<file path="config.mk">
export PLATFORM = sky130hd
export DESIGN_NAME = backlight_pwm_phase_in
export DESIGN_NICKNAME = d
export VERILOG_FILES = /design/src/bpwm_pkg.sv /design/src/bpwm_tick.sv /design/src/bpwm_core.sv /design/src/backlight_pwm_phase_in.sv
export SDC_FILE = /design/constraint.sdc
export NUM_CORES = 1
export LEC_CHECK = 0
export BUFFER_PORTS_ARGS = -buffer_cell sky130_fd_sc_hd__buf_4
export CORE_UTILIZATION = 30
export CTS_CLUSTER_SIZE = 30
export DETAILED_ROUTE_END_ITERATION = 16
export PLACE_DENSITY = 0.45
export SYNTH_ARGS = -nofsm -noshare
export SYNTH_HDL_FRONTEND = slang
export SYNTH_SLANG_ARGS = --single-unit
export TNS_END_PERCENT = 50
</file>
<file path="constraint.sdc">
create_clock -name pclk -period 6.2 [get_ports pclk]
set_clock_uncertainty 0.2 [all_clocks]
set_input_delay 1.24 -clock pclk [delete_from_list [all_inputs] [get_ports pclk]]
set_output_delay 1.24 -clock pclk [all_outputs]
set_load 0.02 [all_outputs]
</file>
<file path="src/bpwm_pkg.sv">
`default_nettype none
package bpwm_pkg;
  // Byte addresses of the two registers
  localparam logic [19:0] CTRL_OFS = 20'h6_1350;
  localparam logic [19:0] PWM_OFS = 20'h6_1354;
  // Reset values
  localparam logic [31:0] CTRL_RST = 32'h0000_0000;
  localparam logic [31:0] PWM_RST = 32'h0000_0000;
  // Control word field positions
  localparam int EN_BIT = 31;
  localparam int POL_BIT = 28;
  localparam int STAT_BIT = 26;
  localparam int START_BIT = 25;
  localparam int IEN_BIT = 24;
  localparam int TB_LSB = 16;
  localparam int CNT_LSB = 8;
  localparam int INC_LSB = 0;
  // Period and duty field positions
  localparam int PER_LSB = 16;
  localparam int DUTY_LSB = 0;
  // Input clock cycles per time-base event
  localparam int CORE_DIV = 128;
  localparam int LP_DIV = 16;
  // Clock rate of pclk
  localparam int PCLK_HZ = 25000000;

  // Phase-in control fields as one carrier
  typedef struct packed {
    logic enable;
    logic polarity;
    logic status;
    logic start;
    logic irq_en;
    logic [7:0] timebase;
    logic [7:0] count;
    logic [7:0] incr;
  } ctrl_type;

  // Phase-in sequencer states
  typedef enum logic [2:0] {
    PH_IDLE = 3'b001,
    PH_WAIT = 3'b010,
    PH_END = 3'b100
  } phase_state_type;
endpackage
`default_nettype wire

</file>
<file path="src/bpwm_tick.sv">
`timescale 1ns/1ps
`default_nettype none
// Time-base event generator: one pulse per CORE_DIV or LP_DIV clocks
module bpwm_tick #(
  parameter int W = 7
) (
  input wire logic pclk,
  input wire logic presetn,
  input wire logic lp_sel,
  output logic tick
);
  // Prescaler must hold the divide-by-128 terminal count
  if (W < 7) begin : g_w_check
    $error("bpwm_tick: W too small for divide by 128");
  end

  logic [W-1:0] cnt_q; // Free-running prescaler
  logic [W-1:0] last; // Terminal count for the chosen source

  // The low-power source divides by 16, the core source by 128
  assign last = lp_sel ? W'(bpwm_pkg::LP_DIV - 1) : W'(bpwm_pkg::CORE_DIV - 1);
  assign tick = (cnt_q >= last);

  // Wrap at terminal count; a count already past a newly lowered terminal wraps at once
  always_ff @(posedge pclk or negedge presetn) begin
    if (!presetn) begin
      cnt_q <= '0;
    end else if (tick) begin
      cnt_q <= '0;
    end else begin
      cnt_q <= cnt_q + W'(1);
    end
  end
endmodule
`default_nettype wire

</file>
<file path="src/bpwm_core.sv">
`timescale 1ns/1ps
`default_nettype none
// Period counter, duty shadow and output stage
module bpwm_core #(
  parameter int W = 16
) (
  input wire logic pclk,
  input wire logic presetn,
  input wire logic tick,
  input wire logic enable,
  input wire logic polarity,
  input wire logic [W-1:0] period,
  input wire logic [W-1:0] duty,
  output logic raw,
  output logic pwm_out,
  output logic [W-1:0] duty_live,
  output logic wrap
);
  // Counter and compare need at least one bit
  if (W < 1) begin : g_w_check
    $error("bpwm_core: W must be at least one");
  end

  logic [W-1:0] cnt_q; // Events elapsed in this cycle
  logic [W-1:0] shadow_q; // Duty in force for this cycle
  logic raw_q; // Raw modulated level
  logic out_q; // Level after polarity

  // Cycle ends on the event that reaches the period
  assign wrap = tick && ({1'b0, cnt_q} + (W+1)'(1) >= {1'b0, period});
  assign raw = raw_q;
  assign pwm_out = out_q;
  assign duty_live = shadow_q;

  // Counter held at zero while disabled so a restart is clean
  always_ff @(posedge pclk or negedge presetn) begin
    if (!presetn) begin
      cnt_q <= '0;
    end else if (!enable || wrap) begin
      cnt_q <= '0;
    end else if (tick) begin
      cnt_q <= cnt_q + W'(1);
    end
  end

  // Shadow reloads at the cycle boundary, and follows duty on every clock while disabled
  always_ff @(posedge pclk or negedge presetn) begin
    if (!presetn) begin
      shadow_q <= '0;
    end else if (!enable || wrap) begin
      shadow_q <= duty;
    end
  end

  // Active while count below duty; raw level zero when disabled, output then equals polarity
  always_ff @(posedge pclk or negedge presetn) begin
    if (!presetn) begin
      raw_q <= 1'b0;
      out_q <= 1'b0;
    end else begin
      raw_q <= enable && (cnt_q < shadow_q);
      out_q <= (enable && (cnt_q < shadow_q)) ^ polarity;
    end
  end

  // Full duty in force keeps the output active; a count left above a shrunk period is excluded
  AST_DUTY_FULL: assert property (@(posedge pclk) disable iff (!presetn)
    (enable && shadow_q == period && cnt_q < period) |=> raw)
    else $error("output inactive with full duty");
endmodule
`default_nettype wire

</file>
<file path="src/backlight_pwm_phase_in.sv">
`timescale 1ns/1ps
`default_nettype none
// Backlight modulator with vblank-paced duty phase-in
module backlight_pwm_phase_in #(
  parameter int AW = 20
) (
  input wire logic pclk,
  input wire logic presetn,
  input wire logic psel,
  input wire logic penable,
  input wire logic pwrite,
  input wire logic [AW-1:0] paddr,
  input wire logic [31:0] pwdata,
  output logic [31:0] prdata,
  output logic pready,
  output logic pslverr,
  input wire logic vblank,
  input wire logic low_power_idle_clock,
  output logic backlight_pwm,
  output logic phase_in_irq
);
  // The highest register offset needs nineteen address bits
  if (AW < 19) begin : g_aw_check
    $error("backlight_pwm_phase_in: AW cannot reach the map");
  end

  // Word-aligned match against one register offset
  function automatic logic hit(input logic [AW-1:0] a, input logic [19:0] ofs);
    hit = (a[AW-1:2] == (AW-2)'(AW'(ofs) >> 2));
  endfunction

  bpwm_pkg::ctrl_type ctrl_q; // Phase-in and output control
  logic [15:0] period_q; // Events per PWM cycle
  logic [15:0] duty_q; // Programmed or stepped duty
  bpwm_pkg::phase_state_type state_q; // Sequencer state
  logic [7:0] vb_cnt_q; // Vblanks seen since last step
  logic vblank_q; // Previous vblank level
  logic [31:0] prdata_q; // Read data captured at setup

  logic acc; // Access phase of any transfer
  logic hit_ctrl; // Address selects control word
  logic hit_pwm; // Address selects period and duty
  logic wr_ctrl; // Control word written this edge
  logic wr_pwm; // Period and duty written this edge
  logic vb_edge; // Start of a vertical blank
  logic inc_ev; // One increment event
  logic done_ev; // Final increment of the sequence
  logic [17:0] sum; // Duty plus signed increment
  logic [15:0] stepped; // Sum kept inside 0..period
  logic tick; // Time-base event
  logic raw; // Raw level before polarity
  logic [15:0] duty_live; // Duty in force this cycle
  logic wrap; // End of a PWM cycle

  // Zero-wait slave: every access completes in its first cycle
  assign acc = psel && penable;
  assign hit_ctrl = hit(paddr, bpwm_pkg::CTRL_OFS);
  assign hit_pwm = hit(paddr, bpwm_pkg::PWM_OFS);
  assign wr_ctrl = acc && pwrite && hit_ctrl;
  assign wr_pwm = acc && pwrite && hit_pwm;
  assign pready = 1'b1;
  assign pslverr = acc && !hit_ctrl && !hit_pwm;
  assign prdata = prdata_q;
  assign phase_in_irq = ctrl_q.status;

  // A vblank event is the rising edge of the blank level
  assign vb_edge = vblank && !vblank_q;

  // Step falls due when this blank completes the time base
  assign inc_ev = (state_q == bpwm_pkg::PH_WAIT) && vb_edge
    && ({1'b0, vb_cnt_q} + 9'(1) == {1'b0, ctrl_q.timebase});
  assign done_ev = inc_ev && (ctrl_q.count == 8'h01);

  // Signed step, clamped so a long ramp cannot wrap the duty
  always_comb begin
    sum = {2'b00, duty_q} + {{10{ctrl_q.incr[7]}}, ctrl_q.incr};
    if (sum[17]) begin
      stepped = '0;
    end else if (sum[16:0] > {1'b0, period_q}) begin
      stepped = period_q;
    end else begin
      stepped = sum[15:0];
    end
  end

  // Time base from the core clock or the low-power clock
  bpwm_tick #(
    .W(7)
  ) u_tick (
    .pclk(pclk),
    .presetn(presetn),
    .lp_sel(low_power_idle_clock),
    .tick(tick)
  );

  // Counter, duty shadow and polarity stage
  bpwm_core #(
    .W(16)
  ) u_core (
    .pclk(pclk),
    .presetn(presetn),
    .tick(tick),
    .enable(ctrl_q.enable),
    .polarity(ctrl_q.polarity),
    .period(period_q),
    .duty(duty_q),
    .raw(raw),
    .pwm_out(backlight_pwm),
    .duty_live(duty_live),
    .wrap(wrap)
  );

  // Read data is sampled in the setup cycle, so live fields are one cycle old
  always_ff @(posedge pclk or negedge presetn) begin
    if (!presetn) begin
      prdata_q <= '0;
    end else if (psel && !penable && !pwrite) begin
      if (hit(paddr, bpwm_pkg::CTRL_OFS)) begin
        prdata_q <= {ctrl_q.enable, 2'b00, ctrl_q.polarity, 1'b0, ctrl_q.status,
          ctrl_q.start, ctrl_q.irq_en, ctrl_q.timebase, ctrl_q.count, ctrl_q.incr};
      end else if (hit(paddr, bpwm_pkg::PWM_OFS)) begin
        prdata_q <= {period_q, duty_q};
      end else begin
        prdata_q <= '0; // Unmapped reads return zero
      end
    end
  end

  // Previous vblank level for edge detection
  always_ff @(posedge pclk or negedge presetn) begin
    if (!presetn) begin
      vblank_q <= 1'b0;
    end else begin
      vblank_q <= vblank;
    end
  end

  // Plain control fields follow software
  always_ff @(posedge pclk or negedge presetn) begin
    if (!presetn) begin
      ctrl_q.enable <= bpwm_pkg::CTRL_RST[bpwm_pkg::EN_BIT];
      ctrl_q.polarity <= bpwm_pkg::CTRL_RST[bpwm_pkg::POL_BIT];
      ctrl_q.irq_en <= bpwm_pkg::CTRL_RST[bpwm_pkg::IEN_BIT];
      ctrl_q.timebase <= bpwm_pkg::CTRL_RST[bpwm_pkg::TB_LSB +: 8];
      ctrl_q.incr <= bpwm_pkg::CTRL_RST[bpwm_pkg::INC_LSB +: 8];
    end else if (wr_ctrl) begin
      ctrl_q.enable <= pwdata[bpwm_pkg::EN_BIT];
      ctrl_q.polarity <= pwdata[bpwm_pkg::POL_BIT];
      ctrl_q.irq_en <= pwdata[bpwm_pkg::IEN_BIT];
      ctrl_q.timebase <= pwdata[bpwm_pkg::TB_LSB +: 8];
      ctrl_q.incr <= pwdata[bpwm_pkg::INC_LSB +: 8];
    end
  end

  // Remaining count: the hardware step outranks a stray software write
  always_ff @(posedge pclk or negedge presetn) begin
    if (!presetn) begin
      ctrl_q.count <= bpwm_pkg::CTRL_RST[bpwm_pkg::CNT_LSB +: 8];
    end else if (inc_ev) begin
      ctrl_q.count <= ctrl_q.count - 8'h01;
    end else if (wr_ctrl) begin
      ctrl_q.count <= pwdata[bpwm_pkg::CNT_LSB +: 8];
    end
  end

  // Start bit: software sets it, completion clears it and wins
  always_ff @(posedge pclk or negedge presetn) begin
    if (!presetn) begin
      ctrl_q.start <= bpwm_pkg::CTRL_RST[bpwm_pkg::START_BIT];
    end else if (done_ev) begin
      ctrl_q.start <= 1'b0;
    end else if (wr_ctrl) begin
      ctrl_q.start <= pwdata[bpwm_pkg::START_BIT];
    end
  end

  // Sticky status: a completion in the clearing cycle is kept
  always_ff @(posedge pclk or negedge presetn) begin
    if (!presetn) begin
      ctrl_q.status <= bpwm_pkg::CTRL_RST[bpwm_pkg::STAT_BIT];
    end else if (done_ev && ctrl_q.irq_en) begin
      ctrl_q.status <= 1'b1;
    end else if (wr_ctrl && pwdata[bpwm_pkg::STAT_BIT]) begin
      ctrl_q.status <= 1'b0;
    end
  end

  // Period and duty; a software duty write outranks a step
  always_ff @(posedge pclk or negedge presetn) begin
    if (!presetn) begin
      period_q <= bpwm_pkg::PWM_RST[bpwm_pkg::PER_LSB +: 16];
      duty_q <= bpwm_pkg::PWM_RST[bpwm_pkg::DUTY_LSB +: 16];
    end else if (wr_pwm) begin
      period_q <= pwdata[bpwm_pkg::PER_LSB +: 16];
      duty_q <= pwdata[bpwm_pkg::DUTY_LSB +: 16];
    end else if (inc_ev) begin
      duty_q <= stepped;
    end
  end

  // Sequencer: idle, counting vblanks, one-cycle end gap
  always_ff @(posedge pclk or negedge presetn) begin
    if (!presetn) begin
      state_q <= bpwm_pkg::PH_IDLE;
      vb_cnt_q <= '0;
    end else begin
      unique case (state_q)
        bpwm_pkg::PH_IDLE: begin
          vb_cnt_q <= '0;
          // Invalid zero time base or count never starts a run
          if (ctrl_q.start && ctrl_q.count != 8'h00 && ctrl_q.timebase != 8'h00) begin
            state_q <= bpwm_pkg::PH_WAIT;
          end
        end
        bpwm_pkg::PH_WAIT: begin
          if (done_ev) begin
            state_q <= bpwm_pkg::PH_END;
            vb_cnt_q <= '0;
          end else if (!ctrl_q.start) begin
            state_q <= bpwm_pkg::PH_IDLE; // Software abort
          end else if (inc_ev) begin
            vb_cnt_q <= '0;
          end else if (vb_edge) begin
            vb_cnt_q <= vb_cnt_q + 8'h01;
          end
        end
        bpwm_pkg::PH_END: begin
          // Gap lets the cleared start bit settle before idle looks again
          state_q <= bpwm_pkg::PH_IDLE;
        end
        default: begin
          state_q <= bpwm_pkg::PH_IDLE;
        end
      endcase
    end
  end

  // Disabled for two cycles means the raw level is low
  AST_DISABLED_LOW: assert property (@(posedge pclk) disable iff (!presetn)
    !ctrl_q.enable [*2] |-> !raw)
    else $error("raw output high while disabled");

  // Output level is the raw level turned by last cycle's polarity
  AST_POLARITY: assert property (@(posedge pclk) disable iff (!presetn)
    ##1 (backlight_pwm == (raw ^ $past(ctrl_q.polarity))))
    else $error("polarity not applied to output");

  // Zero duty in force keeps the output inactive
  AST_DUTY_ZERO: assert property (@(posedge pclk) disable iff (!presetn)
    (duty_live == 16'h0000) |=> !raw)
    else $error("output active with zero duty");

  // Duty in force changes only at a cycle boundary while running
  AST_SHADOW_HOLD: assert property (@(posedge pclk) disable iff (!presetn)
    (ctrl_q.enable && !wrap) |=> $stable(duty_live))
    else $error("duty changed inside a cycle");

  // Each step lowers the remaining count by one
  AST_COUNT_DEC: assert property (@(posedge pclk) disable iff (!presetn)
    inc_ev |=> (ctrl_q.count == $past(ctrl_q.count) - 8'h01))
    else $error("count not decremented on step");

  // Each step sets duty to the clamped sum unless software wrote it
  AST_DUTY_STEP: assert property (@(posedge pclk) disable iff (!presetn)
    (inc_ev && !wr_pwm) |=> (duty_q == $past(stepped)))
    else $error("duty not stepped");

  // Completion clears start and leaves the sequencer within two cycles
  AST_START_CLEARS: assert property (@(posedge pclk) disable iff (!presetn)
    done_ev |=> !ctrl_q.start ##1 (state_q == bpwm_pkg::PH_IDLE))
    else $error("start not cleared at completion");

  // Enabled completion raises status and the interrupt line
  AST_STATUS_SET: assert property (@(posedge pclk) disable iff (!presetn)
    (done_ev && ctrl_q.irq_en) |=> (ctrl_q.status && phase_in_irq))
    else $error("completion did not raise status");

  // Masked completion leaves a clear status clear
  AST_NO_IRQ: assert property (@(posedge pclk) disable iff (!presetn)
    (done_ev && !ctrl_q.irq_en && !ctrl_q.status && !wr_ctrl) |=> !phase_in_irq)
    else $error("masked completion raised status");

  // Writing one clears status unless a completion lands together
  AST_W1C: assert property (@(posedge pclk) disable iff (!presetn)
    (wr_ctrl && pwdata[bpwm_pkg::STAT_BIT] && !done_ev) |=> !ctrl_q.status)
    else $error("status not cleared by write one");

  // Remaining count moves only on a step or a control write
  AST_COUNT_HOLD: assert property (@(posedge pclk) disable iff (!presetn)
    (!inc_ev && !wr_ctrl) |=> $stable(ctrl_q.count))
    else $error("count changed with no step or write");

  // Duty moves only on a step or a period and duty write
  AST_DUTY_HOLD: assert property (@(posedge pclk) disable iff (!presetn)
    (!inc_ev && !wr_pwm) |=> $stable(duty_q))
    else $error("duty changed with no step or write");

  // A step never leaves the duty above the period
  AST_STEP_BOUND: assert property (@(posedge pclk) disable iff (!presetn)
    (inc_ev && !wr_pwm) |=> (duty_q <= period_q))
    else $error("stepped duty above period");

  // Start stays set until completion or a software write
  AST_START_HOLD: assert property (@(posedge pclk) disable iff (!presetn)
    (ctrl_q.start && !done_ev && !wr_ctrl) |=> ctrl_q.start)
    else $error("start dropped before completion");

  // Status stays set until software writes a one to it
  AST_STATUS_STICKY: assert property (@(posedge pclk) disable iff (!presetn)
    (ctrl_q.status && !(wr_ctrl && pwdata[bpwm_pkg::STAT_BIT])) |=> ctrl_q.status)
    else $error("status lost without a clear");

  // Status rises only on an enabled completion
  AST_STATUS_CAUSE: assert property (@(posedge pclk) disable iff (!presetn)
    (!ctrl_q.status && !(done_ev && ctrl_q.irq_en)) |=> !ctrl_q.status)
    else $error("status set without enabled completion");

  // A valid start moves the idle sequencer into the run
  AST_RUN_ENTRY: assert property (@(posedge pclk) disable iff (!presetn)
    (state_q == bpwm_pkg::PH_IDLE && ctrl_q.start && ctrl_q.count != 8'h00 && ctrl_q.timebase != 8'h00)
    |=> (state_q == bpwm_pkg::PH_WAIT))
    else $error("valid start did not begin a run");

  // The final step leaves no count remaining
  AST_DONE_EMPTY: assert property (@(posedge pclk) disable iff (!presetn)
    done_ev |=> (ctrl_q.count == 8'h00))
    else $error("count left after final step");

  // The blank tally restarts while the sequencer is idle
  AST_IDLE_TALLY: assert property (@(posedge pclk) disable iff (!presetn)
    (state_q == bpwm_pkg::PH_IDLE) |=> (vb_cnt_q == 8'h00))
    else $error("blank tally kept while idle");

  // A control read returns the live count of its setup cycle
  AST_READ_COUNT: assert property (@(posedge pclk) disable iff (!presetn)
    (psel && !penable && !pwrite && hit_ctrl) |=> (prdata[bpwm_pkg::CNT_LSB +: 8] == $past(ctrl_q.count)))
    else $error("read count differs from live count");

  // A period and duty read returns both fields of its setup cycle
  AST_READ_PWM: assert property (@(posedge pclk) disable iff (!presetn)
    (psel && !penable && !pwrite && hit_pwm) |=> (prdata == {$past(period_q), $past(duty_q)}))
    else $error("read period and duty differ from registers");
endmodule
`default_nettype wire

</file>
==> impl.org <==
** GRT
- Gr usage total :: 17.1%
- Number of global-route vias before repair :: 7190
- After global routing the overflow that remains totals 0.
- The number of antenna violations at the first check in global routing is 0.
- Entering global routing, the biggest net connects 54 pins.
- The first global-routing pass estimated 41.0 mm of wire.

** STA
- Count of endpoints failing setup in the final report :: 0
- Max-Slew Margin vs Limit :: 26.4%
- Count of final hold-check violations :: 0
- Setup repair after global routing missed its margin :: no
- Transition time at the pin with the least slew margin :: 1.10 ns
- Counting I/O delays and the setup requirement, the final critical path takes 5.11 ns.
- Timing would allow up to 0.196 GHz.
- The worst path uses 82.4% of the clock period.
- The final number of max-transition violations is 0.
- Worst setup slack after layout :: 1.09 ns
- In the final timing run, aggregate negative setup slack is 0 ns.

** Floorplan
- Count of pins on the block boundary :: 95
- The floorplan step defined a die boundary enclosing 31000 um^2.
- Total core area :: 29700 um^2
- In this run the vertical extent of the chip is 176 um.
- The die is 176 um wide.
- FP Rows :: 63
- Initial core utilization :: 30.6%

** Logic synthesis
- Share of synthesized registers carrying an async set or reset :: 100%
- Post-synth cell types :: 71
- Share of Yosys cell area claimed by the top area cell type :: 39.6%
- Top-count cell post-synth :: sky130_fd_sc_hd__dfrtp_1
- Of the synthesized area, sequential elements account for 39.9%.
- Fraction of synthesized area in multiplexers :: 9.61%
- The synthesized netlist devotes 16.4% of its cell area to compound gates.
- The most used flip-flop cell after synthesis is sky130_fd_sc_hd__dfrtp_1.
- In this run, synthesis produced a sequential element count of 145.
- The synthesized netlist devotes 15.7% of its cell area to simple gates.
- After synthesis, the largest family of logic cells by area is compound AO/OA/AOI/OAI gates.
- After synthesis, the cell types taking the most area are sky130_fd_sc_hd__dfrtp_1 (40%), sky130_fd_sc_hd__ha_1 (9.9%), sky130_fd_sc_hd__mux2i_1 (5.3%).
- Yosys mapped a number of flops with a built-in enable equal to 0.
- Dividing the synthesized area by the synthesized cell count gives 9.69 um^2.
- Synthesis produced a netlist whose cell count is 939.
- For this run, the number of Yosys warnings is 0.
- Fraction of the mapped netlist area in adder cells :: 10.1%
- Cell taking the most area after synthesis :: sky130_fd_sc_hd__dfrtp_1
- Synth top cells by count :: sky130_fd_sc_hd__dfrtp_1 (144), sky130_fd_sc_hd__nand2_1 (89), sky130_fd_sc_hd__ha_1 (72), sky130_fd_sc_hd__o21ai_0 (63), sky130_fd_sc_hd__inv_1 (60)
- Post-Syn Area :: 9100 um^2
- Post-Synthesis Net Count :: 1071
- Summing the areas of all xor and xnor instances in the mapped netlist gives 3.95% of the synthesized area.

** Final layout
- Measured on the finished design, the core utilization comes to 36.3%.
- The layout has 3035 filler cells.
- The count of cells in the finished layout, fillers not included, comes to 1421.
- Layout cell share with drive strength beyond 1 :: 18.2%
- Final net count :: 1150
- Compared with the post-synthesis result, the final layout area differs by 18.5%.
- Number of diodes added for antenna fixing :: 0

** Hold path
- In this run the worst hold path is classified as flop to flop.

** Worst setup path
- Kind of start point of the critical path :: flop
- Crit Path Max Fanout :: 17
- The worst setup path is of the flop to flop kind.
- Element type at the critical path end :: flop
- The slowest stage of the critical path belongs to the cell sky130_fd_sc_hd__mux2i_4.
- Crit-path cells :: ha_1 -> o21ai_1 -> a21oi_1 -> a221oi_1 -> nor2b_1 -> xnor2_1 -> ha_1 -> and4_1 -> nand4_1 -> a31o_2 -> a21oi_1 -> nor2b_1 -> mux2i_4 -> or4b_1 -> o221ai_1
- CP Data Required Time :: 6.34 ns
- For the worst setup path, the data arrival time is 5.25 ns.
- Worst stage delay on the critical path :: 0.75 ns

** Route
- Dividing the detail-routed via count by the number of cells gives 5.02.
- Total Routed Length :: 25.4 mm
- The first detailed-routing pass took 4 iterations.
- Drc violations :: 0
- First DRT Iteration DRCs :: 375
- The count of nets left with antenna violations once routing finished came out at 0.
- The routed layout has 7130 vias.
- Average wire per standard cell :: 17.8 um

** Placed design
- Setup slack at placement :: 1.15 ns
- Once placement completed, the tool counted placed cells totaling 1389.
- Once detailed placement completed, the half-perimeter wirelength came to 18.7 mm.
- Weighted congestion reported at the end of routability-driven placement :: 0.833
- During placement, the flow inserted port buffers numbering 91.

** Clocking
- Hold-fix buffers at CTS :: 0
- # resized after CTS :: 0
- TritonCTS Buffers :: 17
- Post-CTS setup repair buffer count :: 0
- Counting every sink on the clock net gives 145.
- In this run the deepest clock path goes through 2 buffers.
- Cell at the root of the clock tree :: sky130_fd_sc_hd__clkbuf_16
- Clock-pin slew was measured on the worst setup and hold paths at 0.07 ns.
- Clock latency on the worst-skew pair, taken at its later pin, is 0.43 ns.
- TritonCTS built the clock tree.
- H-tree depth :: 4

** Power
- For this design the total switching power over the nets is 0.653 mW.
- The clock network burns 45.4% of the power.
- Internal Pwr Total :: 1.70 mW
- IR analysis of the VDD net gives a maximum drop of 0.184 mV.
- Seq pwr share :: 43.3%
- Combinational logic burns 11.2% of the power.
- For this design the static power due to leakage is 5.30 nW.
- Power density of the placed cells :: 219 nW/um^2
- Net switching is 27.7% of the power.

** Job
- Max_cap viols :: 0

** Status
- The flow ran to the end, and the final reports show no timing, DRC or antenna violations.
-- power by group through the flow --
stage,Clock [mW],Sequential [mW],Combinational (mW)
2_1_floorplan,0,1.03,0.165
3_3_place_gp,0,1.04,0.271
3_5_place_dp,0,1.04,0.272
4_1_cts,1.10,1.02,0.273
5_1_grt,1.14,1.03,0.311
6_report,1.07,1.02,0.265
-- area by class of cell --
class	instances	area, um^2	area share [%]
Multi-Input combinational cell	694	5090	47.2
Timing Repair Buffer	100	754	6.99
Clock inverter	15	170	1.58
Inverter	60	225	2.09
Sequential cell	145	3630	33.6
Clock buffer	17	425	3.94
Tap cell	390	488	4.52
-- worst max-delay path: cells and delay by family (launching register included) --
family / cells / cell delay, ns
mux: 1 / 0.75
simple gates: 5 / 1.32
flops: 1 / 0.40
compound gates: 6 / 1.58
xor+xnor: 1 / 0.14
fa+ha+maj: 2 / 0.64
-- metal layers --
metal | GRT usage [%] | vias up | part of all wire [%]
li1 | - | 3558 | -
met1 | 23.8 | 3446 | 49
met2 | 27.3 | 109 | 46
met3 | 3.06 | 17 | 3.0
met4 | 4.17 | 0 | 1.1
met5 | 0 | - | 0
-- stage by stage --
stage / hold WS, ns / total power, mW / instance area (um^2)
2_1_floorplan: 0.247 / 1.19 / 9100
3_3_place_gp: 0.266 / 1.31 / 10200
3_5_place_dp: 0.270 / 1.31 / 10200
4_1_cts: 0.286 / 2.39 / 10800
5_1_grt: 0.301 / 2.48 / 10800
6_report: 0.277 / 2.36 / 10800
-- cell families (layout without fill, tap and decap cells) --
logic type,Yosys count,after routing
and+or+nand+nor,272,272
muxes,82,82
DFF,145,145
adders and majority gates,73,73
xor gates and xnor gates,41,41
AOI/OAI and AO/OA,225,225
buffers and inverters,100,192
other,1,1
-- state kept, by name (all words and copies together) (netlist names) --
name / flops
u_core.cnt_q: 16
ctrl_q: 28
phase_in_irq: 1
state_q: 3
u_core.duty_live: 16
vblank_q: 1
u_core.pwm_out: 1
u_tick.cnt_q: 7
period_q: 16
vb_cnt_q: 8
prdata: 32
duty_q: 16
-- path summary, 6_finish.rpt --
kind,startpoint,to,slack [ns],cells past startpoint
worst max register to register,ctrl_q[5],duty_q[14],1.09,15
worst max-delay path,ctrl_q[5],duty_q[14],1.09,15
min in group asynchronous,presetn,vb_cnt_q[2],0.56,1
worst min register to register,prdata[15],prdata[15],0.28,2
worst min-delay path,prdata[15],prdata[15],0.28,2
max in group asynchronous,presetn,u_core.duty_live[15],4.17,2
-- cells in the final DEF, fill, tap and decap left out, drive strengths merged, types with 36 or more instances in the layout --
master  count
mux2i      49
o31ai      40
buf       100
nor2       36
ha         72
a21oi      46
nand2      89
inv        69
o21ai      66
dfrtp     144
No activity file was read; power rests on OpenSTA's default activity.
